[config.mk]
export PLATFORM = sky130hd
export DESIGN_NAME = reset_entry_bus_state_control
export DESIGN_NICKNAME = d
export VERILOG_FILES = /design/src/rtl/reset_bus_pkg.sv /design/src/rtl/sync_2ff.sv /design/src/rtl/reset_entry_bus_state_control.sv
export SDC_FILE = /design/constraint.sdc
export NUM_CORES = 1
export LEC_CHECK = 0
export ABC_CLOCK_PERIOD_IN_PS = 3290
export BUFFER_PORTS_ARGS = -buffer_cell sky130_fd_sc_hd__buf_2
export CORE_MARGIN = 10
export CORE_UTILIZATION = 45
export CTS_CLUSTER_DIAMETER = 120
export DETAILED_ROUTE_END_ITERATION = 10
export PLACE_DENSITY = 0.7
export SETUP_SLACK_MARGIN = 0.4
export SYNTH_ARGS = -nofsm -noshare
export SYNTH_HDL_FRONTEND = slang
export SYNTH_SLANG_ARGS = --single-unit
[constraint.sdc]
create_clock -name clock_i -period 3.29 [get_ports clock_i]
set_input_delay 0.658 -clock clock_i [delete_from_list [all_inputs] [get_ports clock_i]]
set_output_delay 0.658 -clock clock_i [all_outputs]
set_load 0.01 [all_outputs]
[src/rtl/reset_bus_pkg.sv]
package reset_bus_pkg;

	localparam int ADDR_W = 16;
	localparam int UPPER_W = 3;

	// bus cycle kinds requested by the core
	typedef enum logic [2:0] {
		CYC_IDLE = 3'b000,
		CYC_READ = 3'b001,
		CYC_WRITE = 3'b010,
		CYC_HALT = 3'b011,
		CYC_OTHER = 3'b100
	} cycle_kind_type;

	// bus states of the pin sequencer
	typedef enum logic [2:0] {
		ST_RESET = 3'b000,
		ST_IDLE = 3'b001,
		ST_T1 = 3'b010,
		ST_T2 = 3'b011,
		ST_HALT_T1 = 3'b100,
		ST_HALT_T2 = 3'b101,
		ST_LOWPWR = 3'b110
	} bus_state_type;

	// bus control outputs, active high inside, inactive = 0
	typedef struct packed {
		logic ale;
		logic rd;
		logic wr;
		logic den;
		logic lock;
	} bus_ctrl_type;

	// cycle request from the core
	typedef struct packed {
		logic valid;
		cycle_kind_type kind;
		logic [ADDR_W-1:0] addr;
		logic [UPPER_W:0] upper;
		logic [ADDR_W-1:0] wdata;
		logic lock;
	} cycle_req_type;

	localparam bus_ctrl_type CTRL_INACTIVE = 5'h00;
	localparam logic [ADDR_W-1:0] ADDR_ZERO = 16'h0000;
	localparam logic [UPPER_W:0] UPPER_ZERO = 4'h0;
	localparam logic [UPPER_W:0] UPPER_ONES = 4'hf;
	localparam int TOP_BIT = UPPER_W;

endpackage

[src/rtl/sync_2ff.sv]
module sync_2ff #(
	parameter int WIDTH = 1,
	parameter logic [WIDTH-1:0] RESET_VAL = '0
) (
	input wire logic clock_i,
	input wire logic resetn_i,
	input wire logic [WIDTH-1:0] async_i,
	output logic [WIDTH-1:0] sync_o
);
	logic [WIDTH-1:0] stage_q;
	logic [WIDTH-1:0] out_q;

	always_ff @(posedge clock_i or negedge resetn_i) begin
		if (!resetn_i) begin
			stage_q <= RESET_VAL;
			out_q <= RESET_VAL;
		end else begin
			stage_q <= async_i;
			out_q <= stage_q;
		end
	end

	assign sync_o = out_q;
endmodule

[src/rtl/reset_entry_bus_state_control.sv]
// Summary of operation
// - reset input synchronised on internal clock first
// - reset aborts bus cycle, defined state
// - controls driven inactive, then floated
// - lock and upper address become pulled-up inputs
// - only top address low; means test isolation
// - halt after read: data lines float first state
// - halt after non-read: lines driven, junk data
// - halt: invalid address, controls inactive
// - powerdown: address lines drive zero; idle: muxed lines float, upper address stays driven
module reset_entry_bus_state_control (
	input wire logic clock_i,
	input wire logic resetn_i,
	input wire logic reset_request_n_i,
	input wire reset_bus_pkg::cycle_req_type req_i,
	input wire logic low_power_i,
	input wire logic top_address_strap_pin_i,
	output logic core_reset_o,
	output logic test_isolation_strap_o,
	output reset_bus_pkg::bus_ctrl_type ctrl_o,
	output logic ctrl_oe_o,
	output logic [reset_bus_pkg::ADDR_W-1:0] muxed_addr_data_lines_o,
	output logic muxed_addr_data_lines_oe_o,
	output logic [reset_bus_pkg::UPPER_W:0] upper_address_pins_o,
	output logic upper_address_pins_oe_o,
	output logic pullup_en_o,
	output logic cycle_done_o
);
	logic req_sync_n;
	logic strap_sync;

	// reset request passes two flops first
	sync_2ff #(.WIDTH(1), .RESET_VAL(1'b0)) u_rst_sync (
		.clock_i(clock_i),
		.resetn_i(resetn_i),
		.async_i(reset_request_n_i),
		.sync_o(req_sync_n)
	);

	sync_2ff #(.WIDTH(1), .RESET_VAL(1'b1)) u_strap_sync (
		.clock_i(clock_i),
		.resetn_i(resetn_i),
		.async_i(top_address_strap_pin_i),
		.sync_o(strap_sync)
	);

	reset_bus_pkg::bus_state_type state_q, state_d;
	logic float_pend_q, float_pend_d;
	logic last_read_q, last_read_d;
	logic in_reset_q, in_reset_d;
	logic strap_q, strap_d;
	logic done_q, done_d;
	reset_bus_pkg::bus_ctrl_type ctrl_q, ctrl_d;
	logic ctrl_oe_q, ctrl_oe_d;
	logic [reset_bus_pkg::ADDR_W-1:0] ad_q, ad_d;
	logic ad_oe_q, ad_oe_d;
	logic [reset_bus_pkg::UPPER_W:0] up_q, up_d;
	logic up_oe_q, up_oe_d;
	logic pull_q, pull_d;
	reset_bus_pkg::cycle_req_type cur_q, cur_d;

	always_comb begin
		state_d = state_q;
		float_pend_d = 1'b0;
		last_read_d = last_read_q;
		in_reset_d = !req_sync_n;
		strap_d = strap_q;
		done_d = 1'b0;
		ctrl_d = reset_bus_pkg::CTRL_INACTIVE;
		ctrl_oe_d = ctrl_oe_q;
		ad_d = ad_q;
		ad_oe_d = ad_oe_q;
		up_d = up_q;
		up_oe_d = up_oe_q;
		pull_d = 1'b0;
		cur_d = cur_q;
		if (!req_sync_n) begin
			// abort at once; controls inactive this cycle, float the next
			state_d = reset_bus_pkg::ST_RESET;
			ctrl_d = reset_bus_pkg::CTRL_INACTIVE;
			ctrl_oe_d = in_reset_q ? 1'b0 : 1'b1;
			float_pend_d = !in_reset_q;
			ad_oe_d = 1'b0;
			up_oe_d = 1'b0;
			pull_d = 1'b1;
			last_read_d = 1'b0;
			cur_d = '0;
		end else if (in_reset_q) begin
			// latch strap on the release edge
			strap_d = !strap_sync;
			state_d = reset_bus_pkg::ST_IDLE;
			ctrl_oe_d = 1'b1;
			up_oe_d = 1'b1;
			up_d = reset_bus_pkg::UPPER_ZERO;
		end else begin
			case (state_q)
			reset_bus_pkg::ST_IDLE,
			reset_bus_pkg::ST_RESET: begin
				ad_oe_d = 1'b0;
				if (low_power_i) begin
					state_d = reset_bus_pkg::ST_LOWPWR;
				end else if (req_i.valid) begin
					cur_d = req_i;
					if (req_i.kind == reset_bus_pkg::CYC_HALT) begin
						state_d = reset_bus_pkg::ST_HALT_T1;
						ad_oe_d = !last_read_q;
						ad_d = ~ad_q;
						up_d = reset_bus_pkg::UPPER_ONES;
						ctrl_d = reset_bus_pkg::CTRL_INACTIVE;
					end else begin
						state_d = reset_bus_pkg::ST_T1;
						ad_oe_d = 1'b1;
						ad_d = req_i.addr;
						up_d = req_i.upper;
						ctrl_d.ale = 1'b1;
						ctrl_d.lock = req_i.lock;
					end
				end
			end
			reset_bus_pkg::ST_T1: begin
				state_d = reset_bus_pkg::ST_T2;
				ctrl_d.lock = cur_q.lock;
				ctrl_d.den = 1'b1;
				if (cur_q.kind == reset_bus_pkg::CYC_READ) begin
					ctrl_d.rd = 1'b1;
					ad_oe_d = 1'b0;
				end else begin
					ctrl_d.wr = 1'b1;
					ad_d = cur_q.wdata;
				end
			end
			reset_bus_pkg::ST_T2: begin
				state_d = reset_bus_pkg::ST_IDLE;
				done_d = 1'b1;
				last_read_d = cur_q.kind == reset_bus_pkg::CYC_READ;
				ad_oe_d = 1'b0;
			end
			reset_bus_pkg::ST_HALT_T1: begin
				state_d = reset_bus_pkg::ST_HALT_T2;
				ad_oe_d = 1'b0;
			end
			reset_bus_pkg::ST_HALT_T2: begin
				done_d = 1'b1;
				last_read_d = 1'b0;
				state_d = low_power_i ? reset_bus_pkg::ST_LOWPWR
					: reset_bus_pkg::ST_IDLE;
			end
			reset_bus_pkg::ST_LOWPWR: begin
				ad_oe_d = 1'b1;
				ad_d = reset_bus_pkg::ADDR_ZERO;
				up_d = reset_bus_pkg::UPPER_ZERO;
				if (!low_power_i) begin
					state_d = reset_bus_pkg::ST_IDLE;
					ad_oe_d = 1'b0;
				end
			end
			default: state_d = reset_bus_pkg::ST_IDLE;
			endcase
		end
	end

	always_ff @(posedge clock_i or negedge resetn_i) begin
		if (!resetn_i) begin
			state_q <= reset_bus_pkg::ST_RESET;
			float_pend_q <= 1'b0;
			last_read_q <= 1'b0;
			in_reset_q <= 1'b1;
			strap_q <= 1'b0;
			done_q <= 1'b0;
			ctrl_q <= reset_bus_pkg::CTRL_INACTIVE;
			ctrl_oe_q <= 1'b0;
			ad_q <= reset_bus_pkg::ADDR_ZERO;
			ad_oe_q <= 1'b0;
			up_q <= reset_bus_pkg::UPPER_ZERO;
			up_oe_q <= 1'b0;
			pull_q <= 1'b1;
			cur_q <= '0;
		end else begin
			state_q <= state_d;
			float_pend_q <= float_pend_d;
			last_read_q <= last_read_d;
			in_reset_q <= in_reset_d;
			strap_q <= strap_d;
			done_q <= done_d;
			ctrl_q <= ctrl_d;
			ctrl_oe_q <= ctrl_oe_d;
			ad_q <= ad_d;
			ad_oe_q <= ad_oe_d;
			up_q <= up_d;
			up_oe_q <= up_oe_d;
			pull_q <= pull_d;
			cur_q <= cur_d;
		end
	end

	assign core_reset_o = in_reset_q;
	assign test_isolation_strap_o = strap_q;
	assign ctrl_o = ctrl_q;
	assign ctrl_oe_o = ctrl_oe_q;
	assign muxed_addr_data_lines_o = ad_q;
	assign muxed_addr_data_lines_oe_o = ad_oe_q;
	assign upper_address_pins_o = up_q;
	assign upper_address_pins_oe_o = up_oe_q;
	assign pullup_en_o = pull_q;
	assign cycle_done_o = done_q;
endmodule

* Word level (Yosys, flattened, before mapping) *
Index checks and enable logic that the tools add are counted.

operators by class
  equality and inequality tests = 23
  reduce and logical (&&, ||, !) cells = 16
  muxes and demuxes = 52
  bitwise gates (word level) = 2

operators by type and width
  operator            count
  $mux 40             5
  $mux 16             4
  $pmux 16 s3         1
  $mux 1              22
  $mux 3              7
  $mux 5              4
  $mux 4              4
  $ne 2x2->1 const B  8
  $not 16->16         1
  $pmux 4 s2          2
  $pmux 3 s5          1
  $ne 3x3->1 const B  4
  $ne 5x5->1 const B  2
  $eq 3x2->1 const B  3
  $eq 3x3->1 const B  3
  $reduce_and 4->1    2
  $eq 3x1->1 const B  2
  $reduce_and 2->1    3
  $reduce_and 6->1    1
  $reduce_bool 3->1   2
  $reduce_or 2->1     3
  $ne 4x4->1 const B  1
  $pmux 1 s4          1
  $logic_not 1->1     3
  4 further kinds     4

word-level totals
  input port bits = 46
  word-level logic and storage cells = 116
  bits in registers = 60
  output and inout bits = 32

* Longest topological paths before layout *
Gate-level depths: netlist of the first run.

  depth after elaboration = 7
  depth in mapped cells = 7
  gate-level depth less buffers = 4

* By module *
A second synthesis of the first run with hierarchy kept.

unflattened totals
  cells, all modules = 270
  area total of the unflattened synthesis = 2737.6 sq um

by module, submodules not included
  module                         cells each  times used  area an instance (sq um)  sequential area each (sq um)
  reset_entry_bus_state_control  266         1           2635.0                    1377.6
  sync_2ff (u_strap_sync)        2           1           52.6                      52.6
  sync_2ff (u_rst_sync)          2           1           50.0                      50.0

* Worst setup path after synthesis of the first run *
OpenSTA, ideal clock, no wires.

  kind = input to register
  start = input low_power_i
  end = register up_q (netlist bit upper_address_pins_o[0])
  buffers on the path = 3
  stages = 7
  path slack = 1.510 ns
  setup time = 0.065 ns
  data required time = 3.225 ns
  arrival = 1.714 ns
  cell sequence = buf_2 nor4b_4 and2_1 buf_2 buf_4 o21ai_0 nand2_1

between the ends
  longest elaborated chain between the ends = 2

RTL lines
  element                            RTL line                              source
  start, declared                    reset_entry_bus_state_control.sv:16   input wire logic low_power_i,
  $ne 3x3->1 (no source line)        --
  $reduce_and 4->1 (no source line)  --
  end signal, assigned               reset_entry_bus_state_control.sv:174  up_q <= reset_bus_pkg::UPPER_ZERO;
  end signal, assigned               reset_entry_bus_state_control.sv:189  up_q <= up_d;
  end, declared                      reset_entry_bus_state_control.sv:57   logic [reset_bus_pkg::UPPER_W:0] up_q, up_d;

No other way between the ends.
A chain may end at the register's enable or synchronous reset.

* Worst setup path in the final report of the first run *
  start = register state_q[1]
  end = register ad_q (netlist bit muxed_addr_data_lines_o[12])

between the ends
  longest elaborated chain between the ends = 4
  elaborated cells between the ends (all ways) = 11
  classes of those cells = eq/ne (6); mux (1); reduce/logical (4)

RTL lines
  element                                                           RTL line                              source
  start, declared                                                   reset_entry_bus_state_control.sv:47   reset_bus_pkg::bus_state_type state_q, state_d;
  start signal, assigned                                            reset_entry_bus_state_control.sv:164  state_q <= reset_bus_pkg::ST_RESET;
  start signal, assigned                                            reset_entry_bus_state_control.sv:179  state_q <= state_d;
  $eq 3x1->1 or $logic_not 3->1 (tied branches)                     reset_entry_bus_state_control.sv:96   case (state_q)
  $reduce_or 2->1                                                   reset_entry_bus_state_control.sv:96
  $ne 2x2->1 (no source line) or $reduce_bool 3->1 (tied branches)  --
  $reduce_and 6->1 (no source line)                                 --
  end signal, assigned                                              reset_entry_bus_state_control.sv:172  ad_q <= reset_bus_pkg::ADDR_ZERO;
  end, declared                                                     reset_entry_bus_state_control.sv:55   logic [reset_bus_pkg::ADDR_W-1:0] ad_q, ad_d;

Parallel ways exist; a longest one is shown, timed or not.

==> results of run 1 <==
power by group through the flow:
stage / combinational, µW / clock [µW] / sequential [µW]
after global placement: 438 / 0 / 935
final: 438 / 807 / 930
after detailed placement: 448 / 0 / 940
after CTS: 448 / 819 / 929
after global routing: 489 / 858 / 949
after floorplan: 216 / 0 / 966
placed cells by master, fill, tap and decap left out, types with 2 or more instances in the layout:
| master | netlist | routed |
|---|---|---|
| o2bb2ai_1 | 16 | 16 |
| dfrtp_1 | 56 | 56 |
| buf_4 | 3 | 4 |
| and3_1 | 5 | 5 |
| nand2_1 | 16 | 16 |
| buf_2 | 7 | 77 |
| nor3_1 | 2 | 2 |
| o311ai_1 | 10 | 10 |
| a211oi_1 | 16 | 16 |
| a21o_1 | 2 | 2 |
| nor2_1 | 6 | 6 |
| o311ai_0 | 6 | 6 |
| clkinv_2 | 0 | 2 |
| o21ai_0 | 10 | 10 |
| clkbuf_8 | 0 | 10 |
| inv_1 | 21 | 21 |
| a22o_1 | 20 | 20 |
| nor3b_2 | 2 | 2 |
| nor2b_1 | 3 | 3 |
| a21oi_1 | 25 | 24 |
| nand2b_1 | 4 | 4 |
| dfstp_2 | 3 | 3 |
| bufinv_16 | 0 | 3 |
logic make-up after synthesis:
family / Yosys count / share of synthesized area
AND/OR/NAND/NOR: 45 / 0.0939
buffers and inverters: 44 / 0.0739
XOR/XNOR: 1 / 0.00312
AO/OA/AOI/OAI: 113 / 0.303
flip-flops: 59 / 0.526
state kept, by name, summed over array words and instances (netlist names), 3 cells and up:
name	count
cur_q	20
upper_address_pins_o	4
muxed_addr_data_lines_o	16
state_q	3
ctrl_o	5
worst max-delay path, cell delays in order, from the launching register on:
cell and delay (ns):
dfrtp_1 0.67, and2b_1 0.19, buf_4 0.31, a21o_1 0.54, o311ai_0 0.29, o2bb2ai_1 0.19
cells in the mapped netlist:
library cell,count
and2b_1,1
a22o_1,20
o21ai_0,10
a21oi_1,25
a21o_1,2
nand2_4,1
a32oi_1,1
inv_1,21
clkbuf_1,8
buf_1,2
nor4_1,1
nor2_1,6
o311a_1,1
o2bb2ai_1,16
nand3b_1,1
nand2_1,16
a221oi_4,1
xor2_1,1
a2111oi_0,1
dfstp_2,3
dfrtp_1,56
o21bai_1,1
buf_6,3
a211oi_1,16
and3_1,5
nor2b_1,3
nor3_1,2
a22oi_1,1
nor3b_2,2
buf_4,3
a211o_1,1
and3b_1,1
o311ai_0,6
nor4b_4,1
nand2b_1,4
and2_1,1
o31ai_1,1
o311ai_1,10
buf_2,7
layout make-up:
type | instances | area share
Inverter | 21 | 0.0229
Multi-Input combinational cell | 159 | 0.328
Sequential cell | 59 | 0.431
Clock buffer | 11 | 0.0411
Tap cell | 75 | 0.0273
Timing Repair Buffer | 81 | 0.121
Clock inverter | 5 | 0.0291
final timing paths:
| check | start | to | cells past startpoint | slack [ns] |
|---|---|---|---|---|
| setup / recovery | state_q[1]$_DFFE_PN0P_ | muxed_addr_data_lines_o[12]$_DFFE_PN0P_ | 5 | 0.96 |
| hold / removal | resetn_i | upper_address_pins_oe_o$_DFFE_PN0N_ | 1 | 0.27 |
| setup reg to reg | state_q[1]$_DFFE_PN0P_ | muxed_addr_data_lines_o[12]$_DFFE_PN0P_ | 5 | 0.96 |
| hold reg to reg | u_rst_sync.stage_q$_DFF_PN0_ | u_rst_sync.sync_o$_DFF_PN0_ | 0 | 0.35 |
| max in group asynchronous | resetn_i | muxed_addr_data_lines_o[10]$_DFFE_PN0P_ | 2 | 2.15 |
| min in group clock_i | u_rst_sync.stage_q$_DFF_PN0_ | u_rst_sync.sync_o$_DFF_PN0_ | 0 | 0.35 |
layer usage:
| layer | vias up | global-route usage | share of wire |
|---|---|---|---|
| li1 | 1125 | - | - |
| met1 | 1158 | 0.195 | 0.46 |
| met2 | 73 | 0.233 | 0.46 |
| met3 | 8 | 0.0510 | 0.077 |
| met4 | 0 | 0.0606 | 0.012 |
| met5 | - | 0 | 0 |
stage by stage:
| step | utilization | total power, µW | instances | cell area [µm²] | setup WS (ns) |
|---|---|---|---|---|---|
| 5_1_grt | 0.574 | 2300 | 411 | 3440 | 0.763 |
| 4_1_cts | 0.574 | 2200 | 411 | 3440 | 0.987 |
| 3_5_place_dp | 0.533 | 1390 | 395 | 3200 | 0.944 |
| 2_1_floorplan | - | 1180 | 262 | 2810 | 1.51 |
| 3_3_place_gp | 0.533 | 1370 | 395 | 3200 | 0.973 |
| 6_report | 0.574 | 2180 | 411 | 3440 | 0.964 |
==> impl_results.md, run 1 <==
- Run status: finished, final reports clean
- Die boundary width: between 90 and 100 µm
- Category of the worst setup path capture point: register
- Clk pwr share: 0.371
- Post-route ant nets: 0
- Vias per cell: about 5.8
- TritonCTS Buffers: 9
- Fill count: 545
- Sequential cell area: roughly 0.0015 mm²
- Die Y: roughly 99 µm
- Number of I/O pins: a little under 80
- Startpoint type of the worst setup path: register
- Total GRT Usage: 0.153
- Final number of hold-violating endpoints: 0
- H-Tree Depth: 3
- Root buffer cell: clkbuf_8
- Post-route fraction of the period consumed by the critical path: 0.707
- Peak ir drop on the vdd network: approximately 0.26 mV
- Warnings, synthesis: 0
- Final period demand of the worst path: 2.33 ns
- Die area: between 0.009 and 0.01 mm²
- Sw Pwr: ~600 µW
- # hold bufs at CTS: 0
- PwrDens: about 630 mW/mm²
- Hold Path Class: in2async
- # DRC: 0
- # Max-Cap Violations: 0
- Crit Path Category: reg2reg
- Drt wl/cell: between 15 and 20 µm
- Switching fraction of total power: 0.282
- Register area share after synthesis: 0.526
- Core Area: approximately 0.0060 mm²
- Relative area change from synthesis to final layout: 22.3%
- Number of design-rule violations left by the first detailed-router iteration: between 100 and 150
- Later-pin clock latency in the skew report: about 0.33 ns
- Leakage power: about 0.0017 µW
- Average cell area after synthesis: between 10 and 15 µm²
- Critical path arrival: approximately 2.5 ns
- Rows: 28
- Largest cells by area after synthesis: dfrtp_1 (50%), a22o_1 (6.2%), o2bb2ai_1 (5.0%), a21oi_1 (4.5%), a211oi_1 (4.3%)
- Largest net degree at the start of global routing: 40
- Final GP Congestion: between 0.8 and 0.9
- Total congestion overflow after global routing: 0
- Detailed-route via count: approximately 2400
- HPWL reported at the end of detailed placement: 5220 µm
- Fin Setup TNS: 0 ns
- Number of global-route vias before repair: about 2400
- Number of slew-limit violations in the final report: 0
- Combined area of all synthesized cells: ~0.0028 mm²
- Highest Clock Rate: about 430 MHz
- Headroom to the max-slew limit: 0.370
- Required @ worst endpoint: 3.51 ns
- Clock tree from TritonCTS: done
- Unique cell type count in the Yosys netlist: 39
- Count of nets after finishing: 377
- Total setup buffers inserted after CTS: 0
- Synth top area share: 0.498
- Count of TritonRoute iterations in the first routing pass: 4
- Worst hold margin: 0.266 ns
- Global-route wire length before repair: about 12000 µm
- Clk buf depth: 2
- Synthesized instance count: approximately 260
- Nets in the synthesized netlist: around 310
- Antenna violations before repair: 0
- Worst-path fanout max: 33
- Slew at the pin with the worst max-slew slack: 0.944 ns
- Setup repair after global routing missed its margin: no
- Clock transition at the register clock pins on the worst setup and hold paths after CTS: ~0.070 ns
- Total of buffers placed on input and output ports: a little under 80
- Part of the power in registers: 0.428
- Multi-input gate area in the final layout: 0.00113 mm²
- Most area-hungry cell type in the Yosys netlist: dfrtp_1
- Post-cts sizing count: 0
- Setup skew after layout: 0.00923 ns
- #FFs+latches synth: 59
- Count of clock tree sinks: 59
- Internal power: around 1600 µW
- Final setup violation count: 0
- Wire length reported by the detailed router: 7580 µm
- Share of final-layout standard cells stronger than drive strength 1: 0.313
- Antenna cells: 0
- Initial core utilization: 0.469
- Combinational cell fraction of total power: 0.202
Power figures use the tool's default switching activity.
==> run 2, diff against run 1 <==
Settings changed: ABC_AREA set to 1, ABC_CLOCK_PERIOD_IN_PS 3290 to 2100, PLACE_DENSITY 0.7 to 0.72.
Clock period 3.29 ns to 2.1 ns, I/O delays scaled along.
==> run 2 against run 1 <==
- synthesized area grew 7.9%
- register-to-register slack worse by 0.44 ns
- via count up 22%
- critical path type unchanged
- setup slack worse by 0.44 ns
- global-route usage up 0.67 points
- design area is 6.5% higher
==> impl_results.md, run 2 <==
- Run status: finished, final reports clean
- Critical path arrival: 1.80 ns (-0.74 ns)
- Startpoint of the worst register-to-register path: state_q[0]$_DFFE_PN0P_
- PwrDens: 798 mW/mm² (+26%)
- Most area-hungry cell type in the Yosys netlist: dfrtp_1
- Drt wl/cell: 14.5 µm (-22%)
- Setup skew after layout: 0.0120 ns (+0.00273 ns)
- Total power consumption of the routed design: 2920 µW (+34%)
- Number of enable-type register cells in the synthesized netlist: 0 (unchanged)
- Share of final-layout standard cells stronger than drive strength 1: 0.236 (-0.0765)
- Leakage power: 0.00209 µW (+21%)
- Number of global-route vias before repair: 2882 (+21%)
- Clock transition at the register clock pins on the worst setup and hold paths after CTS: 0.06 ns (about the same)
- Root buffer cell: clkbuf_8
- Count of TritonRoute iterations in the first routing pass: 4 (unchanged)
- Top library cells by usage in the layout, fill and taps aside: nand2_1 (161), buf_2 (77), nand3_1 (64), dfrtp_1 (56), inv_1 (35)
- Non-filler cells, final: 560 (+36%)
- Hold Path Class: in2async
- Wire length reported by the detailed router: 8100 µm (+6.9%)
- Fill count: 605 (+11%)
- Total of buffers placed on input and output ports: 77 (unchanged)
- Number of slew-limit violations in the final report: 0 (unchanged)
- Required @ worst endpoint: 2.32 ns (-1.19 ns)
- Largest net degree at the start of global routing: 60 (+50%)
- Die Y: 102 µm (+3.1%)
- Register area share after synthesis: 0.488 (-0.0384)
- Final period demand of the worst path: 1.58 ns (-0.749 ns)
- Worst-path fanout max: 18 (-45%)
- Post-route fraction of the period consumed by the critical path: 0.751 (+0.0437)
- Register with the most flip-flops: cur_q
- Headroom to the max-slew limit: 0.751 (+0.381)
- Average cell area after synthesis: 7.53 µm² (-30%)
- #FFs+latches synth: 59 (unchanged)
- Category of the worst setup path capture point: register
- Startpoint type of the worst setup path: register
- Total GRT Usage: 0.160 (+0.00666)
- HPWL reported at the end of detailed placement: 5820 µm (+11%)
- Launching element of the worst setup path: state_q[0]$_DFFE_PN0P_
- Final setup violation count: 0 (unchanged)
- Count of nets after finishing: 524 (+39%)
- Predominant post-synthesis flop cell: dfrtp_1
- Nets in the synthesized netlist: 449 (+46%)
- Number of I/O pins: 78 (unchanged)
- # hold bufs at CTS: 0 (unchanged)
- Slowest stage cell on the critical path: dfrtp_1
- Post-route ant nets: 0 (unchanged)
- R2r setup slk: 0.52 ns (-0.44 ns)
- Global-route wire length before repair: 13300 µm (+8.7%)
- Synthesized instance count: 403 (+54%)
- Core Area: 0.00646 mm² (+7.8%)
- Total congestion overflow after global routing: 0 (unchanged)
- Most frequent cell after synthesis: nand2_1
- CP cell instances: inv_2, nand2_8, nor2_2, nand2_1, nand2_1, nor2_4, buf_4, nand2_1, nand2_1
- Warnings, synthesis: 0 (unchanged)
- Relative area change from synthesis to final layout: 20.7%
- Setup repair after global routing missed its margin: no
- Later-pin clock latency in the skew report: 0.34 ns (about the same)
- Final GP Congestion: 0.900 (+4.9%)
- Unique cell type count in the Yosys netlist: 26 (-33%)
- # DRC: 0 (unchanged)
- Clk buf depth: 2 (unchanged)
- Peak per-stage delay on the critical path: 0.43 ns (-0.24 ns)
- H-Tree Depth: 3 (unchanged)
- Highest Clock Rate: 634 MHz (+48%)
- Share of async-settable or async-resettable flops after synthesis: 1.00 (unchanged)
- Fin Setup TNS: 0 ns (unchanged)
- Worst hold margin: 0.0825 ns (-0.184 ns)
- Die area: 0.0104 mm² (+6.3%)
- Antenna cells: 0 (unchanged)
- TritonCTS Buffers: 9 (unchanged)
- Number of design-rule violations left by the first detailed-router iteration: 156 (+22%)
- Synth top area share: 0.462 (-0.0364)
- Initial core utilization: 0.470 (about the same)
- End of the critical path: muxed_addr_data_lines_o[4]$_DFFE_PN0P_
- Count of clock tree sinks: 59 (unchanged)
- Worst Reg2Reg Path Length in Cells: 9 (+4)
- Largest cells by area after synthesis: dfrtp_1 (46%), nand2_1 (20%), nand3_1 (11%), inv_1 (4.5%), nand4_1 (3.5%)
- Destination of the worst register-to-register timing path: muxed_addr_data_lines_o[4]$_DFFE_PN0P_
- Final number of hold-violating endpoints: 0 (unchanged)
- Peak ir drop on the vdd network: 0.428 mV (+63%)
- Clock tree from TritonCTS: done
- Most frequent cell on the critical path: nand2_1
- Most common library cell in the layout ignoring fill and taps: nand2_1
- Flip-flop count of the largest register, all copies and words added: 20 (unchanged)
- Die boundary width: 102 µm (+3.1%)
- Slew at the pin with the worst max-slew slack: 0.373 ns (-0.571 ns)
- Leading cell types by count after synthesis: nand2_1 (162), nand3_1 (64), dfrtp_1 (56), inv_1 (36), nand4_1 (17)
- # Max-Cap Violations: 0 (unchanged)
- Vias per cell: 5.13 (-11%)
- Detailed-route via count: 2875 (+22%)
- Rows: 29 (+3.6%)
- Placed insts: 542 (+37%)
- Combined area of all synthesized cells: 0.00303 mm² (+7.9%)
- Antenna violations before repair: 0 (unchanged)
- Crit Path Category: reg2reg
[run 2: critical path, delay by kind of cell (launching register included)]
| family | cells | cell delay [ns] |
|---|---|---|
| buffers and inverters | 2 | 0.31 |
| DFF | 1 | 0.43 |
| and+or+nand+nor | 7 | 0.73 |
[run 2: worst min path at each step]
stage	start	endpoint	slack, ns	cells after the start
2_1_floorplan	resetn_i	ctrl_o[0]$_DFF_PN0_	0.12	0
3_3_place_gp	u_rst_sync.stage_q$_DFF_PN0_	u_rst_sync.sync_o$_DFF_PN0_	0.33	0
3_5_place_dp	u_rst_sync.stage_q$_DFF_PN0_	u_rst_sync.sync_o$_DFF_PN0_	0.35	0
4_1_cts	resetn_i	ctrl_o[1]$_DFF_PN0_	0.1	2
5_1_grt	resetn_i	ctrl_o[1]$_DFF_PN0_	0.10	2
6_report	resetn_i	cur_q[12]$_DFFE_PN0P_	0.08	2
[run 2: routing by layer]
layer  routed length [µm]  vias to the layer above  part of all wire  GRT usage
li1                     -                     1438                 -          -
met1                 3530                     1331              0.44      0.194
met2                 3740                       98              0.46      0.250
met3                  732                        8             0.090     0.0520
met4                   96                        0             0.012     0.0803
met5                    0                        -                 0          0
[run 2: what timing repair did]
item,4_1_cts,5_1_grt
gates resized for setup,0,7
buffers inserted,0,2
endpoints found under the setup margin,0,37
[run 2: layout make-up]
type / instances / area (µm²) / share of cell area
tap: 77 / 96.3 / 0.0263
multi-input combinational: 283 / 1300 / 0.356
inverter: 39 / 149 / 0.0407
clock inverter: 1 / 5.00 / 0.00137
sequential: 59 / 1480 / 0.404
clock buffer: 15 / 146 / 0.0400
timing repair buffer: 86 / 482 / 0.132
[run 2: cell families after synthesis]
family	synth area share
DFF	0.488
buffers and inverters	0.0903
AOI/OAI and AO/OA	0.0441
and+or+nand+nor	0.377
[run 2: report_power, final]
group          total [µW]  switching (µW)  internal (µW)
clock network         837             408            429
logic                 671             410            262
registers            1410             119           1290
[run 2: through the flow]
stage | utilization | setup slack, ns | instance area (µm²)
2_1_floorplan | - | 0.685 | 3030
3_3_place_gp | 0.534 | 0.400 | 3450
3_5_place_dp | 0.534 | 0.380 | 3450
4_1_cts | 0.558 | 0.422 | 3600
5_1_grt | 0.567 | 0.389 | 3660
6_report | 0.567 | 0.524 | 3660
==> run 3, diff against run 2 <==
Settings changed: ABC_CLOCK_PERIOD_IN_PS 2100 to 1300.
Clock period 2.1 ns to 1.3 ns, I/O delays scaled along.
==> run 3 against run 2 <==
- the flow now finishes with violations (setup timing)
- cell count is 11% higher
- critical endpoint is now cur_q[11]$_DFFE_PN0P_
- flip-flop and latch count unchanged
- clock power increased by 130%
- largest cell class is now multi-input combinational cells
- worst hold slack got worse by 0.067 ns
==> impl_results.md, run 3 (same netlist as run 2, synthesis figures left out) <==
- Run status: finished with violations
- Violations in the final reports: setup timing
- Global-route wire length before repair: 16300 µm (+22%)
- Count of nets after finishing: 588 (+12%)
- Critical path arrival: 1.60 ns (-0.20 ns)
- Register with the most flip-flops: cur_q
- Worst-path fanout max: 8 (-10)
- Number of global-route vias before repair: 3371 (+17%)
- Non-filler cells, final: 624 (+11%)
- Hold Path Class: in2reg
- Wire length reported by the detailed router: 10600 µm (+31%)
- Worst hold margin: 0.0156 ns (-0.0668 ns)
- Part of the power in registers: 0.373 (-0.111)
- Internal power: 4180 µW (+110%)
- Rows: 29 (unchanged)
- Total GRT Usage: 0.199 (+0.0397)
- Count of TritonRoute iterations in the first routing pass: 7 (+3)
- # Max-Cap Violations: 0 (unchanged)
- Setup skew after layout: 0.0136 ns (+0.00168 ns)
- Combinational cell fraction of total power: 0.316 (+0.086)
- Flip-flop count of the largest register, all copies and words added: 20 (unchanged)
- Die boundary width: 102 µm (unchanged)
- Final setup violation count: 37 (+37)
- Final core utilization: 0.743 (+0.176)
- Drt wl/cell: 17.0 µm (+18%)
- Most frequent cell on the critical path: buf_12
- Largest net degree at the start of global routing: 60 (unchanged)
- H-Tree Depth: 3 (unchanged)
- Count of clock tree sinks: 59 (unchanged)
- Top library cells by usage in the layout, fill and taps aside: nand2_1 (135), buf_2 (64), dfrtp_1 (53), nand3_1 (42), buf_4 (40)
- Root buffer cell: clkbuf_8
- Setup repair after global routing missed its margin: yes
- Slowest stage cell on the critical path: dfrtp_2
- Vias per cell: 5.34 (+4.1%)
- Final instance area: 0.00480 mm² (+31%)
- Slew at the pin with the worst max-slew slack: 0.321 ns (-0.0524 ns)
- Number of I/O pins: 78 (unchanged)
- Clk buf depth: 2 (unchanged)
- Final critical-path setup slack: -0.0743 ns (-0.598 ns)
- Total of buffers placed on input and output ports: 77 (unchanged)
- Cell Area, Placed: 0.00370 mm² (+7.1%)
- Headroom to the max-slew limit: 0.786 (+0.0349)
- Later-pin clock latency in the skew report: 0.35 ns (about the same)
- TritonCTS Buffers: 9 (unchanged)
- Startpoint type of the worst setup path: register
- Final GP Congestion: 0.894 (-0.71%)
- Number of slew-limit violations in the final report: 0 (unchanged)
- CP cell instances: inv_2, nand2_4, nor2_4, buf_12, buf_12, nand2_8, nand3_1, nand2_1
- Most common library cell in the layout ignoring fill and taps: nand2_1
- PwrDens: 1270 mW/mm² (+59%)
- Cell class contributing the biggest share of worst-path delay: flip-flops
- Total buffers and inverters traversed by the critical path: 3 (+1)
- Antenna violations before repair: 1 (+1)
- Die Y: 102 µm (unchanged)
- Number of design-rule violations left by the first detailed-router iteration: 218 (+40%)
- Share of final-layout standard cells stronger than drive strength 1: 0.461 (+0.225)
- Peak per-stage delay on the critical path: 0.47 ns (+0.04 ns)
- Antenna cells: 0 (unchanged)
- Clk pwr share: 0.311 (+0.025)
- Die area: 0.0104 mm² (unchanged)
- Leakage power: 0.00255 µW (+22%)
- Final number of hold-violating endpoints: 0 (unchanged)
- Multi-input gate area in the final layout: 0.00163 mm² (+25%)
- Placed insts: 564 (+4.1%)
- Clock tree from TritonCTS: done
- Core Area: 0.00646 mm² (unchanged)
- Total power consumption of the routed design: 6090 µW (+110%)
- Final period demand of the worst path: 1.37 ns (-0.202 ns)
- Initial core utilization: 0.470 (unchanged)
- Highest Clock Rate: 728 MHz (+15%)
- HPWL reported at the end of detailed placement: 6340 µm (+8.9%)
- Category of the worst setup path capture point: register
- Sequential cell area: 0.00148 mm² (+0.25%)
- Fill count: 449 (-26%)
- Peak ir drop on the vdd network: 0.831 mV (+94%)
- # DRC: 0 (unchanged)
- Crit Path Category: reg2reg
- Post-route fraction of the period consumed by the critical path: 1.06 (+0.306)
- Required @ worst endpoint: 1.53 ns (-0.79 ns)
- Clock transition at the register clock pins on the worst setup and hold paths after CTS: 0.07 ns (about the same)
- Total congestion overflow after global routing: 0 (unchanged)
- Sw Pwr: 1910 µW (+100%)
- Switching fraction of total power: 0.314 (-0.00662)
- Detailed-route via count: 3334 (+16%)
- Relative area change from synthesis to final layout: 58.3%
- Post-route ant nets: 0 (unchanged)
run 3: final timing paths:
path	startpoint	endpoint	slack, ns	cells after the start
max	state_q[1]$_DFFE_PN0P_	cur_q[11]$_DFFE_PN0P_	-0.07	8
min	top_address_strap_pin_i	u_strap_sync.stage_q$_DFF_PN1_	0.02	1
max reg2reg	state_q[1]$_DFFE_PN0P_	cur_q[11]$_DFFE_PN0P_	-0.07	8
min reg2reg	u_rst_sync.stage_q$_DFF_PN0_	u_rst_sync.sync_o$_DFF_PN0_	0.35	0
max in group asynchronous	resetn_i	u_strap_sync.stage_q$_DFF_PN1_	0.52	3
min in group asynchronous	resetn_i	muxed_addr_data_lines_o[11]$_DFFE_PN0P_	0.45	3
run 3: power by group through the flow:
stage	Sequential (µW)	Clock, µW	Combinational [µW]
floorplan	2390	0	550
global placement	2310	0	1160
detailed placement	2310	0	1180
CTS	2240	1890	1650
global route	2290	1980	2090
finish	2270	1900	1920
run 3: layer usage:
layer | share of wire | vias up | GRT usage
met5 | 0 | - | 0
met4 | 0.034 | 0 | 0.0976
met3 | 0.089 | 32 | 0.0587
met2 | 0.49 | 163 | 0.338
met1 | 0.39 | 1572 | 0.225
li1 | - | 1567 | -
run 3: metrics by stage:
| step | worst slack (ns) | TNS, ns |
|---|---|---|
| 2_1_floorplan | 0.0445 | 0 |
| 3_3_place_gp | -0.0387 | -0.551 |
| 3_5_place_dp | -0.109 | -1.35 |
| 4_1_cts | -0.0387 | -0.454 |
| 5_1_grt | -0.152 | -3.75 |
| 6_report | -0.0743 | -1.12 |
run 3: area by class of cell:
type	instances	share of cell area
inverters	39	0.0365
flip-flops and latches	59	0.309
well taps	77	0.0201
clock buffers	11	0.0295
multi-input cells	285	0.339
clock inverters	5	0.0162
repair buffers	147	0.248
repair inverters	1	0.00182
run 3: repair_timing:
item / 4_1_cts / 5_1_grt
hold buffers: 1 / 0
hold endpoints to repair: 56 / 0
gates cloned: 4 / 0
endpoints found under the setup margin: 86 / 86
pin swaps: 23 / 20
gates resized for setup: 84 / 51
buffers inserted: 25 / 14
